**src/csm_pkg.sv**
```systemverilog
// Package for the compare-skip and move decode block.
// Assumes 16-bit instruction words and an 8-bit data path with 12-bit data addresses.
package csm_pkg;
    // ************************************************************
    // Widths, opcodes and reset values
    // ************************************************************
    localparam int           DATA_W      = 8;
    localparam int           ADDR_W      = 12;
    localparam logic [6:0]   OP_CPSLT    = 7'h30;       // 0110_000a
    localparam logic [6:0]   OP_CPSGT    = 7'h32;       // 0110_010a
    localparam logic [3:0]   OP_MOVE1    = 4'hC;        // Move, first word
    localparam logic [3:0]   OP_MOVE2    = 4'hF;        // Any second word
    localparam logic [7:0]   OP_BSLOAD   = 8'h01;       // Bank select literal load
    localparam logic [7:0]   BANK_SEL_RESET = 8'h00;
    localparam logic [7:0]   ACCESS_SPLIT = 8'h80;      // Access bank low/high split
    localparam logic [3:0]   ACCESS_HIBANK = 4'hF;
    localparam logic [1:0]   Q1 = 2'd0;
    localparam logic [1:0]   Q2 = 2'd1;
    localparam logic [1:0]   Q3 = 2'd2;
    localparam logic [1:0]   Q4 = 2'd3;
    typedef enum logic [1:0] {ST_EXEC, ST_SKIP, ST_MOVE2} csm_state_e;
endpackage

```
**src/csm_qgen.sv**
```systemverilog
// Quarter phase generator: four clocks per instruction cycle.
// Assumes a single core clock and asynchronous active-low reset.
`timescale 1ns/1ps
module csm_qgen
    import csm_pkg::*;
(
    input  wire logic       clk,      // Core clock
    input  wire logic       reset_n,  // Asynchronous reset
    output logic [1:0]      quarter   // Current quarter phase
);
    // ************************************************************
    // Quarter counter
    // ************************************************************
    // Wraps Q4 back to Q1
    always_ff @(posedge clk or negedge reset_n) begin
        if (!reset_n) begin
            quarter <= Q1;
        end else begin
            quarter <= quarter + 2'd1;
        end
    end
endmodule

```
**src/csm_decode.sv**
```systemverilog
// Decode and sequencing of compare-skip, register move and bank literal load.
// Assumes instr is stable for a whole instruction cycle and data reads return in the same cycle.
// Function
// - Compare register to working register unsigned; change no status flag.
// - Skip-if-less: on register below working, discard next fetch, run no-op.
// - Skipped two-word instruction: three cycles total, both extra cycles no-op.
// - Access bit zero: address via access bank, ignore bank select.
// - Access bit one: address uses bank select register value.
// - Move: read source in Q2 of first cycle; no write in Q3, Q4.
// - Move second cycle decodes second word; no read in Q2.
// - Move writes source value into destination in Q4 of second cycle.
// - Bank literal load puts 8-bit literal into bank select; one cycle, no flags.
// - Bank literal load reads literal in Q2, writes bank select in Q4.
// - Skip-if-greater: on register above working, discard next fetch, run no-op.
`timescale 1ns/1ps
module csm_decode
    import csm_pkg::*;
(
    input  wire logic [15:0]  instr,      // Current instruction word
    input  wire logic         clk,        // Core clock
    input  wire logic         reset_n,    // Asynchronous reset
    input  wire logic [7:0]   workingReg, // Working register value
    input  wire logic [7:0]   rdData,     // Data memory read data
    output logic [11:0]       memAddr,    // Data memory address
    output logic              memRd,      // Read strobe
    output logic              memWr,      // Write strobe
    output logic [7:0]        memWrData,  // Write data
    output logic [7:0]        bankSelReg, // Bank select register
    output logic [1:0]        qPhase,     // Quarter phase, one clock behind quarter
    output logic              cycleNop,   // Current cycle is a forced no-op
    output logic              fetchDiscard // Pulse: next fetch discarded
);
    // ************************************************************
    // Quarter phases
    // ************************************************************
    logic [1:0]   quarter;
    csm_state_e   state_r;
    logic [7:0]   regVal_r;
    logic [7:0]   literal_r;
    logic         skipPend_r;

    csm_qgen u_qgen (
        .clk     (clk),
        .reset_n (reset_n),
        .quarter (quarter)
    );

    // Address of a banked operand
    function automatic logic [11:0] bankAddr(input logic a, input logic [7:0] f,
                                             input logic [7:0] bankSel);
        if (!a) begin
            bankAddr = (f < ACCESS_SPLIT) ? {4'h0, f} : {ACCESS_HIBANK, f};
        end else begin
            bankAddr = {bankSel[3:0], f};
        end
    endfunction

    // ************************************************************
    // Decode
    // ************************************************************
    logic isLess, isGreater, isCmp, isMove, isBsl, isTwoWord;
    always_comb begin
        isLess    = (instr[15:9] == OP_CPSLT);
        isGreater = (instr[15:9] == OP_CPSGT);
        isCmp     = isLess || isGreater;
        isMove    = (instr[15:12] == OP_MOVE1);
        isBsl     = (instr[15:8] == OP_BSLOAD);
        isTwoWord = (instr[15:12] == OP_MOVE2) || isMove;
    end

    // ************************************************************
    // Sequencer
    // ************************************************************
    // Skip decision uses compare of Q2 read; status flags untouched
    always_ff @(posedge clk or negedge reset_n) begin
        if (!reset_n) begin
            state_r    <= ST_EXEC;
            skipPend_r <= 1'b0;
        end else if (quarter == Q4) begin
            case (state_r)
                ST_EXEC: begin
                    if (skipPend_r) begin
                        state_r <= ST_SKIP;
                    end else if (isMove) begin
                        state_r <= ST_MOVE2;
                    end
                    skipPend_r <= 1'b0;
                end
                ST_SKIP: begin
                    // Skipped first word of a two-word instruction: one more no-op
                    if (isTwoWord && instr[15:12] != OP_MOVE2) begin
                        state_r <= ST_SKIP;
                    end else begin
                        state_r <= ST_EXEC;
                    end
                end
                ST_MOVE2: state_r <= ST_EXEC;
                default:  state_r <= ST_EXEC;
            endcase
        end else if (quarter == Q3 && state_r == ST_EXEC && isCmp) begin
            skipPend_r <= isLess ? (regVal_r < workingReg)
                                 : (regVal_r > workingReg);
        end
    end

    // ************************************************************
    // Memory strobes and data
    // ************************************************************
    always_ff @(posedge clk or negedge reset_n) begin
        if (!reset_n) begin
            memAddr   <= 12'h000;
            memRd     <= 1'b0;
            memWr     <= 1'b0;
            memWrData <= 8'h00;
            regVal_r  <= 8'h00;
            literal_r <= 8'h00;
        end else begin
            memRd <= 1'b0;
            memWr <= 1'b0;
            // Strobes are set one clock ahead so they stand during the quarter
            if (quarter == Q1 && state_r == ST_EXEC) begin
                if (isCmp) begin
                    memAddr <= bankAddr(instr[8], instr[7:0], bankSelReg);
                    memRd   <= 1'b1;
                end else if (isMove) begin
                    memAddr <= instr[11:0];
                    memRd   <= 1'b1;
                end
                literal_r <= instr[7:0];
            end
            if (quarter == Q2 && state_r == ST_EXEC) begin
                regVal_r <= rdData;
            end
            // Second cycle: no read in Q2, write in Q4
            if (quarter == Q3 && state_r == ST_MOVE2) begin
                memAddr   <= instr[11:0];
                memWrData <= regVal_r;
                memWr     <= 1'b1;
            end
        end
    end

    // ************************************************************
    // Bank select register
    // ************************************************************
    always_ff @(posedge clk or negedge reset_n) begin
        if (!reset_n) begin
            bankSelReg <= BANK_SEL_RESET;
        end else if (quarter == Q4 && state_r == ST_EXEC && isBsl) begin
            bankSelReg <= literal_r;
        end
    end

    // ************************************************************
    // Status outputs
    // ************************************************************
    always_ff @(posedge clk or negedge reset_n) begin
        if (!reset_n) begin
            qPhase       <= Q1;
            cycleNop     <= 1'b0;
            fetchDiscard <= 1'b0;
        end else begin
            qPhase       <= quarter;
            // Tracks the sequencer's next state so it covers whole skipped cycles
            if (quarter == Q4) begin
                cycleNop <= (state_r == ST_EXEC && skipPend_r)
                            || (state_r == ST_SKIP && isMove);
            end
            fetchDiscard <= (quarter == Q4) && (state_r == ST_EXEC) && skipPend_r;
        end
    end
endmodule

```
**config.mk**
```make
export PLATFORM = sky130hd
export DESIGN_NAME = csm_decode
export DESIGN_NICKNAME = d
export VERILOG_FILES = /design/src/csm_pkg.sv /design/src/csm_qgen.sv /design/src/csm_decode.sv
export SDC_FILE = /design/constraint.sdc
export NUM_CORES = 1
export LEC_CHECK = 0
export CAP_MARGIN = 25
export CORE_ASPECT_RATIO = 1.1
export CORE_MARGIN = 2
export CORE_UTILIZATION = 55
export CTS_BUF_LIST = sky130_fd_sc_hd__clkbuf_4
export CTS_CLUSTER_DIAMETER = 150
export DETAILED_ROUTE_END_ITERATION = 10
export DONT_BUFFER_PORTS = 1
export PLACE_DENSITY = 0.67
export REMOVE_ABC_BUFFERS = 1
export SLEW_MARGIN = 25
export SYNTH_ARGS = -nofsm -noshare
export SYNTH_HDL_FRONTEND = slang
export SYNTH_SLANG_ARGS = --single-unit
```
**constraint.sdc**
```tcl
create_clock -name clk -period 2 [get_ports clk]
set_input_delay 0.1 -clock clk [delete_from_list [all_inputs] [get_ports clk]]
set_output_delay 0.1 -clock clk [all_outputs]
set_load 0.01 [all_outputs]
```
==> out/results.txt <==
core area: 4285 µm²
routed vias/inst: 5.853
CTS tree: done
crit-path cells: inv_1 -> ha_1 -> nand3b_1 -> inv_1 -> nor4b_4 -> buf_4 -> a31oi_1 -> a2bb2oi_1
Max Fclk: 555.6 MHz
I/O Buffers: 0
simple-gate portion of the synthesized area: 0.1291
area occupied by multi-input gates: 1006 µm²
starting density of the core: 0.5699
Tcrit/Tclk final: 0.9000
fraction of layout cells with a size suffix above 1: 0.2035
WL/cell: 18.30 µm
Tmin final: 1.800 ns
worst vdd ir: 0.4898 mV
Rel. slew slack: 0.7283
Sink Count: 55
Critical path buffers and inverters: 3
DIE HEIGHT: 73.89 µm
initial antenna violation count: 0
routed vias: 1668
Site Rows: 25
FILL cells: 323
post-synthesis sequential area ratio: 0.5635
remaining routing DRC violations: 0
most frequent cells in the layout: dfrtp_1 (55), nand2_1 (27), mux2_2 (24), dlygate4sd3_1 (23)
Setup-failing EPs final: 0
Die ar.: 4990 µm²
first-pass GRT wire length: 8625 µm
Worst Path Class, Setup: reg2reg
outcome: complete, no violations
Root Driver: clkbuf_4
commonest non-fill, non-tap cell in the layout: dfrtp_1
Crit Path Max Fanout: 4
multiplexer share of the synthesized area: 0.1563
DP HPWL: 3684 µm
drt total wl: 5216 µm
Compound-Gate Fraction of Synth Area: 0.06148
Area after DPL: 2520 µm²
Pwr per Cell Area: 781.1 nW/µm²
cells after synthesis: 199
ys flop type: dfrtp_1
Crit. End Element: flop
Clock Skew: 0.02130 ns
I/O pins: 68
cell mode on critical path: inv_1
Ys Warns: 0
Max Slew Vio Count: 0
Leak: 0.001373 µW
Finished Cell Area: 2912 µm²
RSZ-0062 raised after global routing: false
number of distinct library cells after synthesis: 39
die width: 67.54 µm
CP top delay family: simple AND/OR/NAND/NOR gates
hold crit path type: in2reg
flip-flop and latch area: 1376 µm²
ant diodes: 0
WHS: 0.02300 ns
Critical Path RT: 2.30 ns
Post-synth EDFFs: 0
total grt overflow: 0
CP max-delay cell: dfrtp_1
post-synthesis xor/xnor area fraction: 0
final hold vios: 0
adder-cell share of the synthesized area: 0.06148
GRT Total Usage: 0.2366
Final #Nets: 276
Setup TNS Final: 0 ns
Worst path max stage delay: 0.41 ns
largest family of logic cells by synthesized area: multiplexers
largest net degree at the start of global routing: 56
post-synthesis register bit count: 55
crit path launch type: flop
GPL Wtd Cong: 0.8899
Post-Synthesis Cell Area: 2442 µm²
max_cap viols: 0
H-Tree Depth: 2
Pre-antenna DRT Iters: 4
crit path DAT: 2.10 ns
syn avg cell area: 12.27 µm²
Async SR Flop Fraction: 1.000
initial detailed-routing violation count: 64
Synth-to-Final Area Change: 19.21%
Final ANT Viol Nets: 0
vias in the first global route: 1818
Worst-path clk slew: 0.15 ns
Max clock buf depth: 2
latest clock arrival within the worst-skew pair: 0.38 ns
Slew @ Worst Pin: 0.4075 ns
Inserted Clock Buffers: 5
-- worst min-delay path, cell delays in order --
cell and delay [ns]:
and3_1 0.13, o221ai_1 0.06, nand3_1 0.08
-- path summary, 6_finish.rpt --
| path | start | endpoint | slack (ns) | cells after the start |
|---|---|---|---|---|
| worst min register to register | u_qgen.quarter[0]$_DFF_PN0_ | qPhase[0]$_DFF_PN0_ | 0.45 | 0 |
| max in group asynchronous | reset_n | bankSelReg[2]$_DFFE_PN0P_ | 1.53 | 2 |
| worst max register to register | u_qgen.quarter[0]$_DFF_PN0_ | memAddr[9]$_DFFE_PN0P_ | 0.20 | 8 |
| min in group asynchronous | reset_n | regVal_r[7]$_DFFE_PN0P_ | 0.22 | 2 |
| worst max-delay path | u_qgen.quarter[0]$_DFF_PN0_ | memAddr[9]$_DFFE_PN0P_ | 0.20 | 8 |
| worst min-delay path | instr[10] | skipPend_r$_DFFE_PN0P_ | 0.02 | 3 |
-- cell families after synthesis --
family / count (synthesis)
and+or+nand+nor: 56
DFF: 55
muxes: 34
AOI/OAI and AO/OA: 24
buffers and inverters: 18
adders and majority gates: 12
-- power by group --
part	total (µW)	internal [µW]	switching (µW)
registers	1330	1220	117
logic	213	118	95.5
clock network	729	389	340
total	2270	1720	552
-- cell usage after synthesis (2+ instances only) --
master,number,share of area
nand4_1,2,0.0051
a2bb2oi_1,3,0.011
dfrtp_1,55,0.56
nand3b_1,3,0.0092
nand2_1,27,0.041
a21oi_1,7,0.014
clkbuf_1,4,0.0061
nor2_1,3,0.0046
inv_1,12,0.018
and3_1,3,0.0077
mux2_2,24,0.11
mux2_1,9,0.041
a31oi_1,2,0.0051
nor3b_1,2,0.0061
and2_1,2,0.0051
ha_1,12,0.061
o21ai_0,5,0.010
nand3_1,3,0.0061
-- final cells by class --
type,instances,area share
Timing Repair Buffer,29,0.1057
Multi-Input combinational cell,126,0.3455
Sequential cell,55,0.4727
Clock inverter,3,0.02321
Tap cell,54,0.02321
Clock buffer,5,0.01289
Inverter,13,0.01676
-- layer usage --
metal / up-vias / routed length [µm] / global-route usage
met4: 0 / 102 / 0.09524
met1: 830 / 1935 / 0.2588
met3: 12 / 431 / 0.08270
met5: - / 0 / 0
li1: 753 / - / -
met2: 73 / 2746 / 0.4129
-- state kept, by name (all words and copies together) (netlist names) --
name	cells
memAddr	12
bankSelReg	8
literal_r	8
memWrData	8
regVal_r	8
qPhase	2
state_r	2
u_qgen.quarter	2
cycleNop	1
fetchDiscard	1
memRd	1
memWr	1
skipPend_r	1
-- timing repair --
item                                    4_1_cts  5_1_grt
hold buffers                                 24        0
buffers inserted                              0        1
endpoints found under the hold margin        85        0
gates resized for setup                       0        1
endpoints found under the setup margin        0        7
-- through the flow --
| step | std cells | util | power [µW] | setup slack, ns |
|---|---|---|---|---|
| after global placement | 252 | 0.5880 | 1481 | 0.1910 |
| after CTS | 284 | 0.6727 | 2290 | 0.1043 |
| after global routing | 285 | 0.6794 | 2379 | 0.03131 |
| after floorplan | 194 | - | 1448 | 0.08465 |
| after detailed placement | 252 | 0.5880 | 1498 | 0.1100 |
| final | 285 | 0.6794 | 2274 | 0.2001 |
(Power assumes the default switching activity.)
